`src/verilog/cdrc_pkg.sv`:
```
/*
 Package for the recovery-loop mode controller: modes, timing, structs.
 Assumes a 100 MHz system clock.
*/
package cdrc_pkg;

   localparam int unsigned CLK_MHZ = 100;
   // Least lock-to-data wait, in microseconds
   localparam int unsigned LOCK_MIN_US = 4;
   localparam int unsigned LOCK_MIN_CYC = LOCK_MIN_US * CLK_MHZ;
   // Longest wait for a stable recovered clock, in microseconds
   localparam int unsigned STABLE_MAX_US = 1000;
   localparam int unsigned STABLE_MAX_CYC = STABLE_MAX_US * CLK_MHZ;
   // Phase window in thousandths of a unit interval
   localparam logic [7:0] PHASE_WIN_MUI = 8'h50;
   localparam logic [15:0] PPM_THR_RST = 16'h03e8;

   localparam logic [3:0] ADDR_CTRL = 4'h0;
   localparam logic [3:0] ADDR_STAT = 4'h1;
   localparam logic [3:0] ADDR_IRQ = 4'h2;
   localparam logic [3:0] ADDR_MASK = 4'h3;
   localparam logic [3:0] ADDR_PPM = 4'h4;

   // Control register bit positions
   localparam int unsigned CTRL_MANUAL = 0;
   localparam int unsigned CTRL_F_DATA = 1;
   localparam int unsigned CTRL_F_REF = 2;
   localparam int unsigned CTRL_PCIE = 3;
   localparam int unsigned CTRL_TXPLL = 4;
   localparam int unsigned CTRL_PORTSEL = 5;
   localparam logic [5:0] CTRL_RST = 6'h00;

   // Event bits: 0 entered data mode, 1 left data mode, 2 clock stable
   localparam int unsigned EV_W = 3;

   typedef enum logic [1:0] {
      CDRC_REF = 2'b00,
      CDRC_DATA = 2'b01,
      CDRC_STABLE = 2'b10
   } cdrc_state_e;

   typedef struct packed {
      logic freq_ok;
      logic phase_ok;
      logic sig_det;
      logic pll_ref_locked;
   } cdrc_loop_s;

   typedef struct packed {
      logic force_data;
      logic force_ref;
   } cdrc_force_s;

endpackage

```
`src/verilog/cdrc_lock_timer.sv`:
```
/*
 Down counter timing lock intervals after data-tracking entry.
 Assumes start pulses only come from the controller state machine.
*/
`timescale 1ns/1ns
module cdrc_lock_timer #(
   parameter int unsigned WIDTH = 24
) (
   // Clock and reset
   input wire logic clock_i,
   input wire logic rst_n_i,
   // Control
   input wire logic clear_i,
   input wire logic start_i,
   input wire logic [WIDTH-1:0] load_i,
   // Status
   output logic done_o
);

   logic [WIDTH-1:0] cnt_q;
   logic run_q;
   logic done_q;
   wire last_w = run_q && (cnt_q == {{(WIDTH-1){1'b0}}, 1'b1});

   always_ff @(posedge clock_i) begin
      if (!rst_n_i || clear_i) begin
         cnt_q <= '0;
         run_q <= 1'b0;
         done_q <= 1'b0;
      end else if (start_i) begin
         cnt_q <= load_i;
         run_q <= 1'b1;
         done_q <= 1'b0;
      end else if (run_q) begin
         cnt_q <= cnt_q - {{(WIDTH-1){1'b0}}, 1'b1};
         run_q <= !last_w;
         done_q <= last_w;
      end
   end

   assign done_o = done_q;

endmodule

```
`src/verilog/cdrc_ctrl.sv`:
```
/*
 Recovery-loop mode controller: picks reference or data tracking,
 reports both lock flags, times the stable-clock indication and keeps
 a small register file with sticky events and a level interrupt.
 Assumes loop status inputs are synchronous to clock_i and that the
 analog reset input is already synchronous.
*/
`timescale 1ns/1ns
module cdrc_ctrl #(
   parameter int unsigned STABLE_CYC = cdrc_pkg::STABLE_MAX_CYC,
   parameter int unsigned MIN_CYC = cdrc_pkg::LOCK_MIN_CYC
) (
   // Clock and reset
   input wire logic clock_i,
   input wire logic rst_n_i,
   input wire logic analog_rst_i,
   // Loop status from the analog side
   input wire cdrc_pkg::cdrc_loop_s loop_i,
   // Force controls from user ports
   input wire cdrc_pkg::cdrc_force_s force_i,
   // Register port
   input wire logic [3:0] reg_addr_i,
   input wire logic [31:0] reg_wdata_i,
   input wire logic reg_wr_i,
   input wire logic reg_rd_i,
   output logic [31:0] reg_rdata_o,
   // Loop control and flags
   output logic data_mode_o,
   output logic ref_lock_flag_o,
   output logic data_lock_flag_o,
   output logic data_lock_min_o,
   output logic clock_stable_o,
   output logic irq_o
);

   localparam int unsigned TW = 24;

   cdrc_pkg::cdrc_state_e state_q, state_d;
   logic [5:0] ctrl_q;
   logic [15:0] ppm_thr_q;
   logic [cdrc_pkg::EV_W-1:0] irq_stat_q, irq_mask_q, ev_w;
   logic [31:0] rdata_q;
   logic ref_lock_q, data_lock_q, min_q, stable_q, irq_q;
   logic min_done_w, stable_done_w;

   function automatic logic sel_bit(input logic [3:0] a, input logic [3:0] b);
      sel_bit = (a == b);
   endfunction

   // Register decode
   wire wr_ctrl_w = reg_wr_i && sel_bit(reg_addr_i, cdrc_pkg::ADDR_CTRL);
   wire wr_irq_w = reg_wr_i && sel_bit(reg_addr_i, cdrc_pkg::ADDR_IRQ);
   wire wr_mask_w = reg_wr_i && sel_bit(reg_addr_i, cdrc_pkg::ADDR_MASK);
   wire wr_ppm_w = reg_wr_i && sel_bit(reg_addr_i, cdrc_pkg::ADDR_PPM);

   // Force sources: register bits or ports
   wire manual_w = ctrl_q[cdrc_pkg::CTRL_MANUAL];
   wire pcie_w = ctrl_q[cdrc_pkg::CTRL_PCIE];
   wire txpll_w = ctrl_q[cdrc_pkg::CTRL_TXPLL];
   wire port_sel_w = ctrl_q[cdrc_pkg::CTRL_PORTSEL];
   wire f_data_w = port_sel_w ? force_i.force_data : ctrl_q[cdrc_pkg::CTRL_F_DATA];
   wire f_ref_w = port_sel_w ? force_i.force_ref : ctrl_q[cdrc_pkg::CTRL_F_REF];

   wire auto_enter_w = loop_i.freq_ok && loop_i.phase_ok && (!pcie_w || loop_i.sig_det);
   // exit on drift, or on signal loss in PCIe mode
   wire auto_exit_w = !loop_i.freq_ok || (pcie_w && !loop_i.sig_det);
   wire man_data_w = f_data_w && !f_ref_w;
   wire want_data_w = manual_w ? man_data_w : auto_enter_w;
   wire keep_data_w = manual_w ? man_data_w : !auto_exit_w;
   wire hold_ref_w = analog_rst_i || txpll_w;
   wire in_data_w = (state_q != cdrc_pkg::CDRC_REF);
   wire enter_w = (state_q == cdrc_pkg::CDRC_REF) && (state_d == cdrc_pkg::CDRC_DATA);

   always_comb begin
      state_d = state_q;
      case (state_q)
         cdrc_pkg::CDRC_REF: begin
            if (!hold_ref_w && want_data_w) begin
               state_d = cdrc_pkg::CDRC_DATA;
            end
         end
         cdrc_pkg::CDRC_DATA: begin
            if (hold_ref_w || !keep_data_w) begin
               state_d = cdrc_pkg::CDRC_REF;
            end else if (stable_done_w) begin
               state_d = cdrc_pkg::CDRC_STABLE;
            end
         end
         cdrc_pkg::CDRC_STABLE: begin
            if (hold_ref_w || !keep_data_w) begin
               state_d = cdrc_pkg::CDRC_REF;
            end
         end
         default: begin
            state_d = cdrc_pkg::CDRC_REF;
         end
      endcase
   end

   wire leave_w = in_data_w && (state_d == cdrc_pkg::CDRC_REF);
   assign ev_w = {stable_done_w && (state_q == cdrc_pkg::CDRC_DATA) && !leave_w,
      leave_w, enter_w};

   cdrc_lock_timer #(.WIDTH(TW)) u_min_timer (
      .clock_i(clock_i),
      .rst_n_i(rst_n_i),
      .clear_i(leave_w),
      .start_i(enter_w),
      .load_i(TW'(MIN_CYC)),
      .done_o(min_done_w)
   );

   cdrc_lock_timer #(.WIDTH(TW)) u_stable_timer (
      .clock_i(clock_i),
      .rst_n_i(rst_n_i),
      .clear_i(leave_w),
      .start_i(enter_w),
      .load_i(TW'(STABLE_CYC)),
      .done_o(stable_done_w)
   );

   always_ff @(posedge clock_i) begin
      if (!rst_n_i) begin
         state_q <= cdrc_pkg::CDRC_REF;
      end else begin
         state_q <= state_d;
      end
   end

   always_ff @(posedge clock_i) begin
      if (!rst_n_i) begin
         data_lock_q <= 1'b0;
         ref_lock_q <= 1'b0;
         min_q <= 1'b0;
         stable_q <= 1'b0;
      end else begin
         data_lock_q <= (state_d != cdrc_pkg::CDRC_REF);
         ref_lock_q <= loop_i.pll_ref_locked;
         min_q <= (state_d != cdrc_pkg::CDRC_REF) && (min_q || min_done_w) && !enter_w;
         stable_q <= (state_d == cdrc_pkg::CDRC_STABLE);
      end
   end

   // Control and threshold registers
   always_ff @(posedge clock_i) begin
      if (!rst_n_i) begin
         ctrl_q <= cdrc_pkg::CTRL_RST;
         ppm_thr_q <= cdrc_pkg::PPM_THR_RST;
         irq_mask_q <= '0;
      end else begin
         if (wr_ctrl_w) begin
            ctrl_q <= reg_wdata_i[5:0];
         end
         if (wr_ppm_w) begin
            ppm_thr_q <= reg_wdata_i[15:0];
         end
         if (wr_mask_w) begin
            irq_mask_q <= reg_wdata_i[cdrc_pkg::EV_W-1:0];
         end
      end
   end

   // Sticky events, set beats write-one clear
   wire [cdrc_pkg::EV_W-1:0] clr_w = wr_irq_w ? reg_wdata_i[cdrc_pkg::EV_W-1:0] : '0;
   wire [cdrc_pkg::EV_W-1:0] stat_d = (irq_stat_q & ~clr_w) | ev_w;

   always_ff @(posedge clock_i) begin
      if (!rst_n_i) begin
         irq_stat_q <= '0;
         irq_q <= 1'b0;
      end else begin
         irq_stat_q <= stat_d;
         irq_q <= |(stat_d & irq_mask_q);
      end
   end

   // Read data, one cycle after the strobe
   wire [31:0] stat_word_w = {26'h0000000, stable_q, min_q, data_lock_q, ref_lock_q,
      state_q};
   logic [31:0] rd_mux_w;
   always_comb begin
      case (reg_addr_i)
         cdrc_pkg::ADDR_CTRL: rd_mux_w = {26'h0000000, ctrl_q};
         cdrc_pkg::ADDR_STAT: rd_mux_w = stat_word_w;
         cdrc_pkg::ADDR_IRQ: rd_mux_w = {29'h00000000, irq_stat_q};
         cdrc_pkg::ADDR_MASK: rd_mux_w = {29'h00000000, irq_mask_q};
         cdrc_pkg::ADDR_PPM: rd_mux_w = {16'h0000, ppm_thr_q};
         default: rd_mux_w = 32'h00000000;
      endcase
   end

   always_ff @(posedge clock_i) begin
      if (!rst_n_i) begin
         rdata_q <= '0;
      end else if (reg_rd_i) begin
         rdata_q <= rd_mux_w;
      end else begin
         rdata_q <= '0;
      end
   end

   logic data_mode_q;
   always_ff @(posedge clock_i) begin
      if (!rst_n_i) begin
         data_mode_q <= 1'b0;
      end else begin
         data_mode_q <= (state_d != cdrc_pkg::CDRC_REF);
      end
   end

   assign reg_rdata_o = rdata_q;
   assign data_mode_o = data_mode_q;
   assign ref_lock_flag_o = ref_lock_q;
   assign data_lock_flag_o = data_lock_q;
   assign data_lock_min_o = min_q;
   assign clock_stable_o = stable_q;
   assign irq_o = irq_q;

endmodule

```
`config.mk`:
```
export PLATFORM = sky130hd
export DESIGN_NAME = cdrc_ctrl
export DESIGN_NICKNAME = d
export VERILOG_FILES = /design/src/verilog/cdrc_pkg.sv /design/src/verilog/cdrc_lock_timer.sv /design/src/verilog/cdrc_ctrl.sv
export SDC_FILE = /design/constraint.sdc
export NUM_CORES = 1
export LEC_CHECK = 0
export ABC_AREA = 1
export BUFFER_PORTS_ARGS = -buffer_cell sky130_fd_sc_hd__buf_2
export CAP_MARGIN = 5
export CORE_MARGIN = 2
export CORE_UTILIZATION = 30
export CTS_BUF_LIST = sky130_fd_sc_hd__clkbuf_16
export CTS_CLUSTER_DIAMETER = 60
export DETAILED_ROUTE_END_ITERATION = 6
export HOLD_SLACK_MARGIN = 0.08
export PLACE_DENSITY = 0.5
export SLEW_MARGIN = 30
export SYNTH_ARGS = -nofsm -noshare
export SYNTH_HDL_FRONTEND = slang
export SYNTH_SLANG_ARGS = --single-unit
```
`constraint.sdc`:
```
create_clock -name clock_i -period 3.16 [get_ports clock_i]
set_clock_uncertainty 0.1 [all_clocks]
set_input_delay 0 -clock clock_i [delete_from_list [all_inputs] [get_ports clock_i]]
set_output_delay 0 -clock clock_i [all_outputs]
set_load 0.02 [all_outputs]
```
-- Word level (Yosys, flattened, before mapping)
Cells that the tools add are included.
- register bits after elaboration: 119
- input port bits: 47
- output and inout bits: 38
- logic and storage cells: 99
- add/subtract/negate cells: 2
- eq/ne operators: 10
- mux-type cells: 19
- bitwise gates (word level): 4
- reduce and logical (&&, ||, !) cells: 45
- operator list (cell ; number):
    $pmux W16 S5 ; 1
    $eq A24 B1 Y1 const B ; 2
    $sub A24 B1 Y24 const B ; 2
    $mux W17 ; 2
    $mux W9 ; 2
    $logic_and A1 B1 Y1 ; 17
    $logic_not A1 Y1 ; 12
    $eq A4 B2 Y1 const B ; 2
    $mux W1 ; 8
    $mux W2 ; 4
    $reduce_bool A2 Y1 ; 4
    $and A3 B3 Y3 ; 2
    $logic_or A1 B1 Y1 ; 6
    $pmux W2 S3 ; 1
    $eq A2 B1 Y1 const B ; 2
    $eq A2 B2 Y1 const B ; 2
    $eq A4 B1 Y1 const B ; 1
    $eq A4 B3 Y1 const B ; 1
    $logic_not A2 Y1 ; 2
    $logic_not A4 Y1 ; 1
    $mux W3 ; 1
    $not A3 Y3 ; 1
    $or A3 B3 Y3 ; 1
    $reduce_or A3 Y1 ; 1
    other kinds (2) ; 2

-- Depth between registers and ports, before layout
- depth after elaboration: 16
- gate-level depth with buffers: 11

-- Cells and area by module
From an unflattened synthesis, not the netlist that was laid out.
- cells, all modules: 810
- area, all modules: 5700.5 sq um
- by module, submodules not included (module ; times used ; cells each ; area each (sq um) ; seq. area each (sq um)):
    cdrc_ctrl ; 1 ; 273 ; 2117.0 ; 1021.0
    cdrc_lock_timer (u_min_timer) ; 1 ; 275 ; 1811.7 ; 520.5
    cdrc_lock_timer (u_stable_timer) ; 1 ; 262 ; 1771.7 ; 520.5

-- Worst setup path after synthesis
OpenSTA, ideal clock, no wires.
- kind: register to register
- start: register u_stable_timer.cnt_q[0]
- end: register u_stable_timer.cnt_q[18]
- setup time: 0.120 ns
- arrival: 1.317 ns
- slack: 1.623 ns
- stages on the path, launching flop included: 10
- buffers on the path: 0
- clock period less this slack: 1.537 ns
- path through: dfxtp_1 inv_1 ha_1 nand2_1 inv_1 nand4_2 nor2_4 nand2_1 o21ai_0 a21oi_2
- word-level cells in the longest chain between the ends: 1
- RTL lines (item ; line ; RTL):
    from (decl) ; cdrc_lock_timer.sv:20 ; logic [WIDTH-1:0] cnt_q;
    from (signal assigned) ; cdrc_lock_timer.sv:31 ; cnt_q <= load_i;
    from (signal assigned) ; cdrc_lock_timer.sv:35 ; cnt_q <= cnt_q - {{(WIDTH-1){1'b0}}, 1'b1};
    $sub A24 B1 Y24 ; cdrc_lock_timer.sv:35 ;
Every way passes these cells.
A chain may end at the register's enable or synchronous reset.

-- Worst setup path after layout
- start: input port reg_addr_i[1]
- end: register ppm_thr_q[3]
- word-level cells in the longest chain between the ends: 2
- RTL lines (item ; line ; RTL):
    from (decl) ; cdrc_ctrl.sv:22 ; input wire logic [3:0] reg_addr_i,
    $eq A4 B3 Y1 ; cdrc_ctrl.sv:47 ; sel_bit = (a == b);
    $logic_and A1 B1 Y1 ; cdrc_ctrl.sv:54 ; wire wr_ppm_w = reg_wr_i && sel_bit(reg_addr_i, cdrc_pkg::ADDR_PPM);
    to (signal assigned) ; cdrc_ctrl.sv:148 ; ppm_thr_q <= cdrc_pkg::PPM_THR_RST;
    to (signal assigned) ; cdrc_ctrl.sv:155 ; ppm_thr_q <= reg_wdata_i[15:0];
    to (decl) ; cdrc_ctrl.sv:40 ; logic [15:0] ppm_thr_q;
Every way passes these cells.

==> results.txt <==
Status: complete, no violations
Total gr overflow: 0
Final ANT Viol Nets: 0
Worst setup EP type: register
Vias in the first global route: 3848
Worst path max stage delay: 0.58 ns
CTS tree: built
First-pass GRT wire length: 17.8 mm
Ports: 85
Seq cells post-synth: 103
# Max-Cap Violations: 0
Fmax: 384 MHz
CTS clk-pin slew, worst paths: 0.07 ns
Clk Latency, worst-skew pair: 0.35 ns
Final HPWL from detailed placement: 7.66 mm
Critical Path, Cell by Cell: dlygate4sd3_1 -> buf_2 -> nor2_2 -> nand2_1 -> nor2_1 -> buf_4 -> inv_1 -> nand2_1 -> nand3_1 -> dlygate4sd3_1
Asr flop ratio synth: 0
Postcts setup bufs: 0
Vias: 4059
Worst path required time: 3.30 ns
Worst EP arrival: 2.74 ns
Final hold vios: 0
Initial Util: 0.303
Period minus WS final: 2.61 ns
Drt drc: 0
Post-synthesis cell type count: 41
Yosys warns: 0
WS Path Type: input pin to register
Initial antenna violation count: 0
Die width: 130 µm
Power per Cell Area: 546 nW/µm²
Initial DRC count: 207
Area of the die: 16900 µm²
Worst-case vdd ir drop: 0.269 mV
Critical path's slowest cell: dlygate4sd3_1
Actual slew at the worst max-slew pin: 0.636 ns
Setup TNS: 0 ns
CTS Sinks: 103
Synth Flop Type: dfxtp_1
Largest net degree at the start of global routing: 41
Post-synth EDFFs: 0
Core box area: 15700 µm²
Max FO, Critical Path: 21
Avg Vias per Cell: 4.40
CTS Buf Count: 9
PortBufs: 52
Htree depth: 3
Diode count: 0
Synth-to-Final Area Change: 20.5%
Post-synth design cell area: 4760 µm²
Final Max Slew Viols: 0
Sequential share of the synthesized area: 0.433
Placed cell count: 876
Critical Path Start Type: input pin
Root Driver: clkbuf_16
All-Layer GR Usage: 0.134
Synth Instances: 625
RePlAce Congestion: 0.840
Synthesized area per cell: 7.62 µm²
TritonRoute pass-1 iters: 4
Layout Nets: 752
Period utilization: 0.825
Wirelength per Cell: 11.8 µm
Num rows: 46
Relative slew margins: 0.576
RSZ-0062 raised after global routing: false
Fillcell total: 1638
Clk buf depth: 2
HP Class: input pin to register
Chip height: 130 µm
Final setup viols: 0
Layout cells sized above 1: 0.150
Leak: 0.00244 µW
WL final: 10.9 mm
Final cell count without fillers: 922
## layer usage
| layer | up-vias | GRT usage | wire length (µm) |
|---|---|---|---|
| met5 | - | 0 | 0 |
| met2 | 85 | 0.231 | 5020 |
| met4 | 0 | 0.0557 | 212 |
| met1 | 1858 | 0.164 | 5260 |
| li1 | 2102 | - | - |
| met3 | 14 | 0.0246 | 420 |
## placed cells by master, fill, tap and decap left out, types with 7 or more instances in the layout
cell type | netlist | layout
a21oi_1 | 33 | 33
a21oi_2 | 7 | 7
buf_2 | 3 | 52
clkbuf_16 | 0 | 9
conb_1 | 1 | 16
dfxtp_1 | 103 | 103
dlygate4sd3_1 | 0 | 30
inv_1 | 74 | 75
nand2_1 | 90 | 90
nand3_1 | 28 | 28
nand4_1 | 8 | 8
nor2_1 | 108 | 108
nor2_2 | 8 | 8
nor3_1 | 14 | 14
o21ai_0 | 32 | 32
xnor2_1 | 11 | 11
xor2_1 | 21 | 21
## stage by stage
stage | worst slack [ns] | area (µm²) | hold slack, ns | power, µW | utilization
6_report | 0.552 | 5740 | 0.0894 | 3130 | 0.365
5_1_grt | 0.331 | 5740 | 0.110 | 3300 | 0.365
4_1_cts | 0.580 | 5740 | 0.0819 | 3170 | 0.365
3_5_place_dp | 1.21 | 5120 | 0.0860 | 1950 | 0.326
3_3_place_gp | 1.24 | 5120 | 0.0877 | 1950 | 0.326
2_1_floorplan | 1.62 | 4820 | -0.00237 | 1860 | -
## repair_timing
action / in CTS / in global routing
hold buffers: 30 / 0
resized for setup: 0 / 0
endpoints found under the hold margin: 34 / 0
setup endpoints to repair: 0 / 0
## critical path, delay by kind of cell
| kind | cells | cell delay, ns |
|---|---|---|
| buffers and inverters | 5 | 1.76 |
| and+or+nand+nor | 5 | 0.97 |
## synth_stat cells (6+ instances only)
library cell | instances | area (µm²)
a21oi_1 | 33 | 165
nor2_4 | 6 | 67.6
nor2_2 | 8 | 50.1
o21ai_0 | 32 | 160
a21oi_2 | 7 | 61.3
o211ai_1 | 6 | 45.0
nand3_2 | 6 | 60.1
nor2_1 | 108 | 405
xnor2_1 | 11 | 96.3
xor2_1 | 21 | 184
nand3_1 | 28 | 140
dfxtp_1 | 103 | 2060
nor3_1 | 14 | 70.1
nand4_1 | 8 | 50.1
inv_1 | 74 | 278
buf_4 | 20 | 150
nand2_1 | 90 | 338
## final timing paths
check | slack (ns) | from | endpoint | cells after the start
min | 0.09 | rst_n_i | ppm_thr_q[7] | 2
min reg2reg | 0.35 | ppm_thr_q[6] | reg_rdata_o[6] | 2
max | 0.55 | reg_addr_i[1] | ppm_thr_q[3] | 10
max reg2reg | 0.72 | ctrl_q[4] | u_min_timer.cnt_q[0] | 8
## logic make-up after synthesis
group	Yosys count	share of synthesized area
buffers and inverters	110	0.110
other	1	0.000788
AOI/OAI and AO/OA	91	0.111
and+or+nand+nor	284	0.276
DFF	103	0.433
adders and majority gates	4	0.0105
xor gates and xnor gates	32	0.0589
## area by class of cell
class                           count  area (µm²)  share of cell area
Timing Repair Buffer               84         576               0.100
Tap cell                          216         270              0.0471
Inverter                           76         285              0.0497
Clock inverter                      7        87.6              0.0153
Clock buffer                        9         225              0.0392
Multi-Input combinational cell    427        2230               0.389
Sequential cell                   103        2060               0.359
## flip-flops by register name, summed over array words and instances, names as in the netlist, 2 cells and up
name	cells
ctrl_q	6
irq_mask_q	3
irq_stat_q	3
ppm_thr_q	16
reg_rdata_o	16
state_q	2
u_min_timer.cnt_q	24
u_stable_timer.cnt_q	24
## where the power goes
group          internal, µW  switching, µW
logic                   199            336
clock network           689            496
registers              1360           56.1
Note: power is estimated with default switching activity, not from simulation.
